===== config.mk =====
export PLATFORM = sky130hd
export DESIGN_NAME = pwrbtn_ctrl
export DESIGN_NICKNAME = d
export VERILOG_FILES = /design/src/verilog/pwrbtn_pkg.sv /design/src/verilog/pwrbtn_ctrl.sv
export SDC_FILE = /design/constraint.sdc
export NUM_CORES = 1
export LEC_CHECK = 0
export BUFFER_PORTS_ARGS = -buffer_cell sky130_fd_sc_hd__buf_2
export CORE_MARGIN = 2
export CORE_UTILIZATION = 40
export DETAILED_ROUTE_END_ITERATION = 7
export PLACE_DENSITY = 0.67
export SKIP_CTS_REPAIR_TIMING = 1
export SLEW_MARGIN = 20
export SYNTH_ARGS = -nofsm -noshare
export SYNTH_HDL_FRONTEND = slang
export SYNTH_SLANG_ARGS = --single-unit

===== constraint.sdc =====
create_clock -name ref_clk -period 2.45 [get_ports ref_clk]
set_clock_uncertainty 0.2 [all_clocks]
set_input_delay 0.1225 -clock ref_clk [delete_from_list [all_inputs] [get_ports ref_clk]]
set_output_delay 0.1225 -clock ref_clk [all_outputs]
set_load 0.05 [all_outputs]

===== src/verilog/pwrbtn_pkg.sv =====
// Functional notes
// - The debounce duration for the button is selectable among 0, 50, 100 and 500 ms.
// - The off-to-on press duration is selectable among the same 0, 50, 100 and 500 ms.
// - In the ON state a press held longer than the debounce duration raises the power-off interrupt.
// - In the OFF state a press held longer than the off-to-on duration requests power-on and enters ON.
// - The maximum hold time-out is selectable among 5, 10 and 15 s, or disabled.
// - With the time-out enabled, a press held in the ON state for the selected time issues a power-down request.
`default_nettype none
package pwrbtn_pkg;
  // ==========================================================================
  // Timing.
  localparam int unsigned CLK_PERIOD_NS = 10;
  localparam int unsigned MS_NS = 1_000_000;
  localparam int unsigned MS_CYCLES = MS_NS / CLK_PERIOD_NS;
  localparam int unsigned T_SHORT_MS = 50;
  localparam int unsigned T_MID_MS = 100;
  localparam int unsigned T_LONG_MS = 500;
  localparam int unsigned T_TO1_S = 5;
  localparam int unsigned T_TO2_S = 10;
  localparam int unsigned T_TO3_S = 15;
  localparam int unsigned S_MS = 1000;
  localparam int unsigned CNT_W = 32;
  // ==========================================================================
  // Selector encodings.
  localparam logic [1:0] SEL_0MS = 2'h0;
  localparam logic [1:0] SEL_50MS = 2'h1;
  localparam logic [1:0] SEL_100MS = 2'h2;
  localparam logic [1:0] SEL_500MS = 2'h3;
  localparam logic [1:0] TO_OFF = 2'h0;
  localparam logic [1:0] TO_5S = 2'h1;
  localparam logic [1:0] TO_10S = 2'h2;
  localparam logic [1:0] TO_15S = 2'h3;
  typedef enum logic {PWRBTN_OFF, PWRBTN_ON} pwrbtn_state_t;
endpackage : pwrbtn_pkg
`default_nettype wire


===== src/verilog/pwrbtn_ctrl.sv =====
`timescale 1ns/1ps
`default_nettype none
module pwrbtn_ctrl
  import pwrbtn_pkg::*;
#(
  parameter int unsigned MS_CYC = MS_CYCLES
) (
  // Clock and reset.
  input wire logic ref_clk,
  input wire logic nrst,
  // Button pin, high while pressed.
  input wire logic power_button_in,
  // Configuration.
  input wire logic [1:0] debounce_sel,
  input wire logic [1:0] off_to_on_sel,
  input wire logic [1:0] max_timeout_sel,
  // Power state and events.
  output logic power_on,
  output logic power_off_irq,
  output logic power_on_req,
  output logic power_down_req
);
  // ==========================================================================
  // Threshold selection.
  function automatic logic [CNT_W-1:0] short_lim(input logic [1:0] sel);
    logic [CNT_W-1:0] v;
    v = '0;
    case (sel)
      SEL_50MS: v = CNT_W'(T_SHORT_MS * MS_CYC);
      SEL_100MS: v = CNT_W'(T_MID_MS * MS_CYC);
      SEL_500MS: v = CNT_W'(T_LONG_MS * MS_CYC);
      default: v = '0;
    endcase
    return v;
  endfunction : short_lim

  logic [CNT_W-1:0] to_lim;
  always_comb begin
    case (max_timeout_sel)
      TO_5S: to_lim = CNT_W'(T_TO1_S * S_MS * MS_CYC);
      TO_10S: to_lim = CNT_W'(T_TO2_S * S_MS * MS_CYC);
      TO_15S: to_lim = CNT_W'(T_TO3_S * S_MS * MS_CYC);
      default: to_lim = '0;
    endcase
  end

  // ==========================================================================
  // Synchroniser. The first stage feeds only the second, so a metastable
  // first flop never reaches the counters or the state.
  logic sync1_r;
  logic sync1_nxt;
  logic sync2_r;
  logic sync2_nxt;
  logic pressed;

  always_comb begin
    sync1_nxt = power_button_in;
    sync2_nxt = sync1_r;
  end

  always_ff @(posedge ref_clk or negedge nrst) begin
    if (!nrst) begin
      sync1_r <= 1'b0;
      sync2_r <= 1'b0;
    end else begin
      sync1_r <= sync1_nxt;
      sync2_r <= sync2_nxt;
    end
  end

  assign pressed = sync2_r;

  // ==========================================================================
  // Press counter. It saturates rather than wraps, so a button held for
  // hours cannot fire an event a second time.
  logic [CNT_W-1:0] cnt_r;
  logic [CNT_W-1:0] cnt_nxt;

  always_comb begin
    cnt_nxt = cnt_r;
    if (!pressed) begin
      cnt_nxt = '0;
    end else if (cnt_r != '1) begin
      cnt_nxt = cnt_r + 1'b1;
    end
  end

  always_ff @(posedge ref_clk or negedge nrst) begin
    if (!nrst) begin
      cnt_r <= '0;
    end else begin
      cnt_r <= cnt_nxt;
    end
  end

  // ==========================================================================
  // Threshold compare.
  logic [CNT_W-1:0] db_lim;
  logic [CNT_W-1:0] oo_lim;
  logic to_en;
  logic db_hit;
  logic oo_hit;
  logic to_hit;

  always_comb begin
    db_lim = short_lim(debounce_sel);
    oo_lim = short_lim(off_to_on_sel);
    to_en = (max_timeout_sel != TO_OFF);
    db_hit = (cnt_r >= db_lim);
    oo_hit = (cnt_r >= oo_lim);
    to_hit = to_en && (cnt_r >= to_lim);
  end

  // ==========================================================================
  // Power state and arming flags, declared here because the decode reads them.
  pwrbtn_state_t state_r;
  pwrbtn_state_t state_nxt;
  logic irq_done_r;
  logic irq_done_nxt;
  logic dn_done_r;
  logic dn_done_nxt;
  logic fire_irq;
  logic fire_on;
  logic fire_dn;

  // ==========================================================================
  // Event decode. Each event fires once per press; a held button never repeats it.
  always_comb begin
    fire_irq = 1'b0;
    fire_on = 1'b0;
    fire_dn = 1'b0;
    if (pressed) begin
      case (state_r)
        PWRBTN_ON: begin
          fire_irq = !irq_done_r && db_hit;
          fire_dn = !dn_done_r && to_hit;
        end
        default: begin
          // A press that has just powered down must be released before it can power on.
          fire_on = !dn_done_r && oo_hit;
        end
      endcase
    end
  end

  // ==========================================================================
  // Arming flags. The power-on press also marks both power-off events as
  // spent, so the same press cannot turn the processor straight off again.
  always_comb begin
    irq_done_nxt = irq_done_r;
    dn_done_nxt = dn_done_r;
    if (!pressed) begin
      irq_done_nxt = 1'b0;
      dn_done_nxt = 1'b0;
    end else begin
      if (fire_irq || fire_on) begin
        irq_done_nxt = 1'b1;
      end
      if (fire_dn || fire_on) begin
        dn_done_nxt = 1'b1;
      end
    end
  end

  always_ff @(posedge ref_clk or negedge nrst) begin
    if (!nrst) begin
      irq_done_r <= 1'b0;
      dn_done_r <= 1'b0;
    end else begin
      irq_done_r <= irq_done_nxt;
      dn_done_r <= dn_done_nxt;
    end
  end

  // ==========================================================================
  // Power state. Reset leaves the processor on, as after a cold reset.
  always_comb begin
    state_nxt = state_r;
    case (state_r)
      PWRBTN_ON: begin
        if (fire_dn) begin
          state_nxt = PWRBTN_OFF;
        end
      end
      default: begin
        if (fire_on) begin
          state_nxt = PWRBTN_ON;
        end
      end
    endcase
  end

  always_ff @(posedge ref_clk or negedge nrst) begin
    if (!nrst) begin
      state_r <= PWRBTN_ON;
    end else begin
      state_r <= state_nxt;
    end
  end

  // ==========================================================================
  // Event pulses, registered so that each output is a clean one-cycle strobe.
  logic irq_r;
  logic irq_nxt;
  logic onreq_r;
  logic onreq_nxt;
  logic dnreq_r;
  logic dnreq_nxt;

  always_comb begin
    irq_nxt = fire_irq;
    onreq_nxt = fire_on;
    dnreq_nxt = fire_dn;
  end

  always_ff @(posedge ref_clk or negedge nrst) begin
    if (!nrst) begin
      irq_r <= 1'b0;
      onreq_r <= 1'b0;
      dnreq_r <= 1'b0;
    end else begin
      irq_r <= irq_nxt;
      onreq_r <= onreq_nxt;
      dnreq_r <= dnreq_nxt;
    end
  end

  // ==========================================================================
  // Outputs.
  assign power_on = (state_r == PWRBTN_ON);
  assign power_off_irq = irq_r;
  assign power_on_req = onreq_r;
  assign power_down_req = dnreq_r;
endmodule : pwrbtn_ctrl
`default_nettype wire


==> results.cfg, run 1 <==
[critical_path]
cpMaxStageDelayCell = dfrtp_2
crit_chain = ha_1 -> a21oi_1 -> nand2_1 -> a2111oi_0 -> o211ai_1 -> o21ai_2 -> nand3b_1
worstRegToRegCells = 7
cp.arrival_ns = 2.33
reg2reg_slack_ns = 0.09
critical_path.endpoint_type = register
worstSetupPathType = register to register
critical_path.startpoint = cnt_r[22]$_DFFE_PN0P_
path_max_fanout = 7
r2r-end = irq_done_r$_DFFE_PN0P_
startpoint_type = register
cp.required_ns = 2.42
slowest_delay_ns = 0.50
worst_r2r_startpoint = cnt_r[22]$_DFFE_PN0P_

[flow_run]
cap_violations = 0

[worst_hold_path]
min_from = sync1_r$_DFF_PN0_
worstHoldEndpoint = pressed$_DFF_PN0_
worstHoldPathType = register to register
min_path_cells = 0

[floorplanning]
rows = 35
initial_core_util = 0.4062
ios = 13
dieArea_um2 = 10040
dieWidth_um = 100.2
fp.dieH_um = 100.2
core_um2 = 9109

[pwr]
ir_drop_v = 0.0001839
p_per_area_nw_per_um2 = 307.6
p_leak_nw = 2.112

[layout]
layout.nets = 549
layout_commonest_cell = ha_1
stdcell_count = 581
final_layout_size_suffix_gt1_frac = 0.1809
final_cell_mix = 71 x ha_1, 45 x buf_4, 35 x dfrtp_1
area.growth.synth_to_final_pct = 16.47
num_antenna_cells = 0
stdcell_area_um2 = 4309

[global_routing]
grt_pass1_wl_um = 16170
grt_pass1_vias = 3289
grt_start_max_net_pins = 41
antenna_found_initial = 0
overflow = 0
track_usage = 0.2037

[clock_tree]
path_clk_slew_ns = 0.08
clk_path_buf_depth = 2
clock_latency_ns = 0.29
root_buffer = clkbuf_8
cts_max_level = 2
cts_tree = done
numClockSinks = 40
cts_buffers = 5

[sta]
rsz0062_at_grt = false
tightest_slew_ns = 0.9286
finalCritPeriodShare = 0.9650
slew_viol_final = 0
min_period_ns = 2.364
whs_ns = 0.1524
fmax_mhz = 423.0
slew_headroom = 0.3810
setup_viol = 0
hold_violations = 0

[route]
wl_per_cell_um = 16.34
dr.first_iter.drc_count = 191
drtPass1Iterations = 4
vias = 3293
wl_um = 9491
drc = 0
drtAntennaViolNets = 0
vias_per_cell = 5.668

[outcome]
outcome = complete, no violations

[synthesis]
yosys.cell_types.count = 55
postSynthCellCount = 413
syn_area_um2 = 3700
syn_avg_cell_area_um2 = 8.958
synth_top_flop_cell = dfrtp_1
synth_nets = 493
ys_ff_latch = 40
synth_edf_count = 0
async_reset_ff_frac = 1.000
synth-seq-area-share = 0.2709
ys_warn_count = 0

[placed_design]
post-dp-hpwl_um = 7473
place.gp.congestion = 0.9080
place_area_um2 = 4187
io_buffer_count = 12
placed_cells = 571
cells by family (layout without fill, tap and decap cells):
family,after synthesis,after routing,synth area share
AND/OR/NAND/NOR,170,170,0.2709
adder cells (fa/ha/maj),71,71,0.2401
flip-flops,40,40,0.2709
multiplexers,6,6,0.01623
buffers and inverters,40,97,0.04396
XOR/XNOR,21,21,0.04971
AO/OA/AOI/OAI,65,65,0.1082
final cells by class:
cell class	count	area [um2]
Clock buffer	6	82.58
Clock inverter	2	10.01
Fill cell	868	4800
Inverter	30	112.6
Multi-Input combinational cell	333	2540
Sequential cell	40	1007
Tap cell	111	138.9
Timing Repair Buffer	59	417.9
per-stage QoR:
| stage | TNS (ns) | util | worst slack, ns | power (W) |
|---|---|---|---|---|
| final | 0 | 0.4731 | 0.08571 | 0.001326 |
| after global routing | 0 | 0.4731 | 0.004929 | 0.001396 |
| after CTS | -0.002851 | 0.4698 | -0.002851 | 0.001338 |
| after detailed placement | -0.3848 | 0.4596 | -0.1130 | 0.0008794 |
| after global placement | -0.06077 | 0.4596 | -0.02492 | 0.0008707 |
| after floorplan | 0 | - | 0.2385 | 0.0007961 |
sequential cells by signal, indices dropped and copies added (netlist names):
signal / count
cnt_r: 32
dn_done_r: 1
irq_done_r: 1
power_down_req: 1
power_off_irq: 1
power_on: 1
power_on_req: 1
pressed: 1
sync1_r: 1
worst max path at each step:
stage | end | slack (ns) | cells past startpoint
6_report | irq_done_r$_DFFE_PN0P_ | 0.09 | 7
5_1_grt | power_on$_DFF_PN1_ | 0.005 | 7
4_1_cts | dn_done_r$_DFFE_PN0P_ | -0.003 | 8
3_5_place_dp | irq_done_r$_DFFE_PN0P_ | -0.11 | 11
3_3_place_gp | irq_done_r$_DFFE_PN0P_ | -0.02 | 11
2_1_floorplan | irq_done_r$_DFFE_PN0P_ | 0.24 | 10
metal layers:
layer	vias up	GRT usage	part of all wire
met1	1584	0.2676	0.45
met3	15	0.03203	0.053
met5	-	0	0
li1	1611	-	-
met4	0	0.06112	0.027
met2	83	0.3454	0.47
cells in the mapped netlist (3+ instances only):
cell type | n | share of area
nor2_1 | 33 | 0.033
or3_1 | 4 | 0.0068
and3_1 | 3 | 0.0051
nor4_1 | 6 | 0.010
nand4_1 | 18 | 0.030
nor4_2 | 3 | 0.010
xnor2_1 | 17 | 0.040
o21ai_0 | 14 | 0.019
a21o_1 | 6 | 0.012
mux2i_1 | 6 | 0.016
ha_1 | 71 | 0.24
clkbuf_1 | 5 | 0.0051
nand2b_1 | 9 | 0.015
a211oi_1 | 4 | 0.0081
dfrtp_1 | 39 | 0.26
a21oi_1 | 22 | 0.030
inv_1 | 30 | 0.030
nand3_1 | 21 | 0.028
xor2_1 | 4 | 0.0095
nand2_1 | 29 | 0.029
nor3_1 | 15 | 0.020
and4_1 | 6 | 0.014
o21a_1 | 3 | 0.0061
nor3_2 | 3 | 0.0081
o211ai_1 | 3 | 0.0061
buf_2 | 3 | 0.0041
where the power goes:
group	internal, W	switching (W)
logic	0.0000804	0.000117
clock network	0.000225	0.000232
registers	0.000665	0.00000622
critical path: cells and delay by family, from the launching register on:
kind / cells / cell delay (ns)
adder cells (fa/ha/maj): 1 / 0.36
flip-flops: 1 / 0.50
AND/OR/NAND/NOR: 2 / 0.18
AO/OA/AOI/OAI: 4 / 1.00
(Power assumes the default switching activity.)
==> inputs of run 2 (changes only) <==
CAP_MARGIN = 5   (was unset)
CELL_PAD_IN_SITES_DETAIL_PLACEMENT = 1   (was unset)
CELL_PAD_IN_SITES_GLOBAL_PLACEMENT = 1   (was unset)
CORE_ASPECT_RATIO = 0.7   (was unset)
PLACE_DENSITY = 0.79   (was 0.67)
==> run 2 against run 1 <==
Critical endpoint is now dn_done_r$_DFFE_PN0P_. Largest cell class unchanged. Via count increased by 0.55%. Clock power grew 87%. Routed wire length is 15% higher. Die area is 0.12% higher. Global-route usage rose by 2.5 points. Non-clock buffer count is 11 lower. Fmax up 0.94%. First-iteration DRC count fell by 24%. Hold slack lost 0.0016 ns. Largest power group is now the clock network. Utilization up 0.79 points.
==> results.cfg, run 2 (synthesized netlist as in run 1, its figures left out) <==
[route]
drtAntennaViolNets = 0
dr.first_iter.drc_count = 146
drc = 0
drtPass1Iterations = 4
wl_um = 10920
vias = 3311
vias_per_cell = 5.689
wl_per_cell_um = 18.77

[floorplanning]
core_um2 = 9035
dieArea_um2 = 10050
fp.dieH_um = 84.47
ios = 13
initial_core_util = 0.4095
dieWidth_um = 119.0
rows = 29

[sta]
min_period_ns = 2.342
whs_ns = 0.1508
finalCritPeriodShare = 0.9560
fmax_mhz = 427.0
setup_viol = 0
tightest_slew_ns = 0.9705
slew_viol_final = 0
slew_headroom = 0.3530
hold_violations = 0
setup_slack_ns = 0.1078

[layout]
num_antenna_cells = 0
final_layout_size_suffix_gt1_frac = 0.1594
largest-register = cnt_r
largest_reg_flops = 32
final_cell_mix = 71 x ha_1, 37 x dfrtp_1, 34 x buf_4
stdcell_count = 582
layout_commonest_cell = ha_1
layout.nets = 538
area.growth.synth_to_final_pct = 17.45

[global_routing]
overflow = 0
track_usage = 0.2286
grt_pass1_vias = 3468
grt_pass1_wl_um = 17780
grt_start_max_net_pins = 41
antenna_found_initial = 0

[clock_tree]
cts_buffers = 5
clk_path_buf_depth = 2
clock_latency_ns = 0.29
path_clk_slew_ns = 0.06
cts_max_level = 2
numClockSinks = 40
cts_tree = done
root_buffer = clkbuf_16

[worst_hold_path]
worstHoldPathType = register to register
worstHoldEndpoint = pressed$_DFF_PN0_
min_path_cells = 0
min_from = sync1_r$_DFF_PN0_

[pwr]
clkPwrFrac = 0.492
p_sw_frac = 0.2357
p_per_area_nw_per_um2 = 399.5
p_leak_nw = 2.101
ir_drop_v = 0.0002963
pwr-share-comb = 0.122
netSwitchingPower_w = 0.0004092
p_int_w = 0.001327
seqPwrFrac = 0.387

[critical_path]
cp.required_ns = 2.41
slowest_delay_ns = 0.47
startpoint_type = register
r2r-end = dn_done_r$_DFFE_PN0P_
path_max_fanout = 6
crit_chain = ha_1 -> a21oi_1 -> nand2_1 -> a2111oi_1 -> o211ai_1 -> o21ai_2 -> nand3b_1
worstSetupPathType = register to register
critical_path.endpoint_type = register
cp.arrival_ns = 2.31
reg2reg_slack_ns = 0.11
worst_r2r_startpoint = cnt_r[22]$_DFFE_PN0P_
worstRegToRegCells = 7
cpMaxStageDelayCell = dfrtp_1

[placed_design]
placed_cells = 573
post-dp-hpwl_um = 8800
place.gp.congestion = 0.8333
pre_cts_ws_ns = -0.1446
io_buffer_count = 12

[outcome]
outcome = complete, no violations

[flow_run]
cap_violations = 0
run 2: worst max-delay path by stage:
stage	startpoint	end	slack (ns)
5_1_grt	cnt_r[22]$_DFFE_PN0P_	dn_done_r$_DFFE_PN0P_	-0.01
4_1_cts	cnt_r[1]$_DFFE_PN0P_	power_down_req$_DFF_PN0_	-0.007
3_5_place_dp	off_to_on_sel[0]	irq_done_r$_DFFE_PN0P_	-0.14
6_report	cnt_r[22]$_DFFE_PN0P_	dn_done_r$_DFFE_PN0P_	0.11
3_3_place_gp	off_to_on_sel[0]	dn_done_r$_DFFE_PN0P_	0.002
2_1_floorplan	off_to_on_sel[1]	irq_done_r$_DFFE_PN0P_	0.24
run 2: critical path: cells and delay by family (launching register included):
family	cells	cell delay, ns
AOI/OAI and AO/OA	4	1.00
DFF	1	0.47
adders and majority gates	1	0.37
and+or+nand+nor	2	0.18
run 2: layer usage:
layer,GRT usage,vias to the layer above,wire (um)
met1,0.3179,1649,5251
met2,0.3856,56,5057
met3,0.02717,7,507
met5,0,-,0
li1,-,1599,-
met4,0.04545,0,107
run 2: power groups by stage:
stage | combinational (W) | clock [W] | sequential (W)
after global routing | 0.000240 | 0.000897 | 0.000672
after global placement | 0.000192 | 0 | 0.000683
after detailed placement | 0.000206 | 0 | 0.000683
after CTS | 0.000208 | 0.000873 | 0.000671
final | 0.000211 | 0.000853 | 0.000672
after floorplan | 0.000114 | 0 | 0.000683
run 2: cell type report:
type | count | area (um2)
fill | 1078 | 4690
sequential | 40 | 1005
timing repair buffer | 48 | 335.3
tap | 124 | 155.1
inverter | 30 | 112.6
multi-input combinational | 333 | 2552
clock inverter | 2 | 60.06
clock buffer | 5 | 125.1
run 2: per-stage QoR:
stage / area, um2 / setup TNS (ns) / util / total power, W
after floorplan: 3700 / 0 / - / 0.0007961
after global placement: 4120 / 0 / 0.4560 / 0.0008750
after detailed placement: 4120 / -0.4768 / 0.4560 / 0.0008898
after CTS: 4305 / -0.01471 / 0.4765 / 0.001753
after global routing: 4345 / -0.01489 / 0.4810 / 0.001810
final: 4345 / 0 / 0.4810 / 0.001736
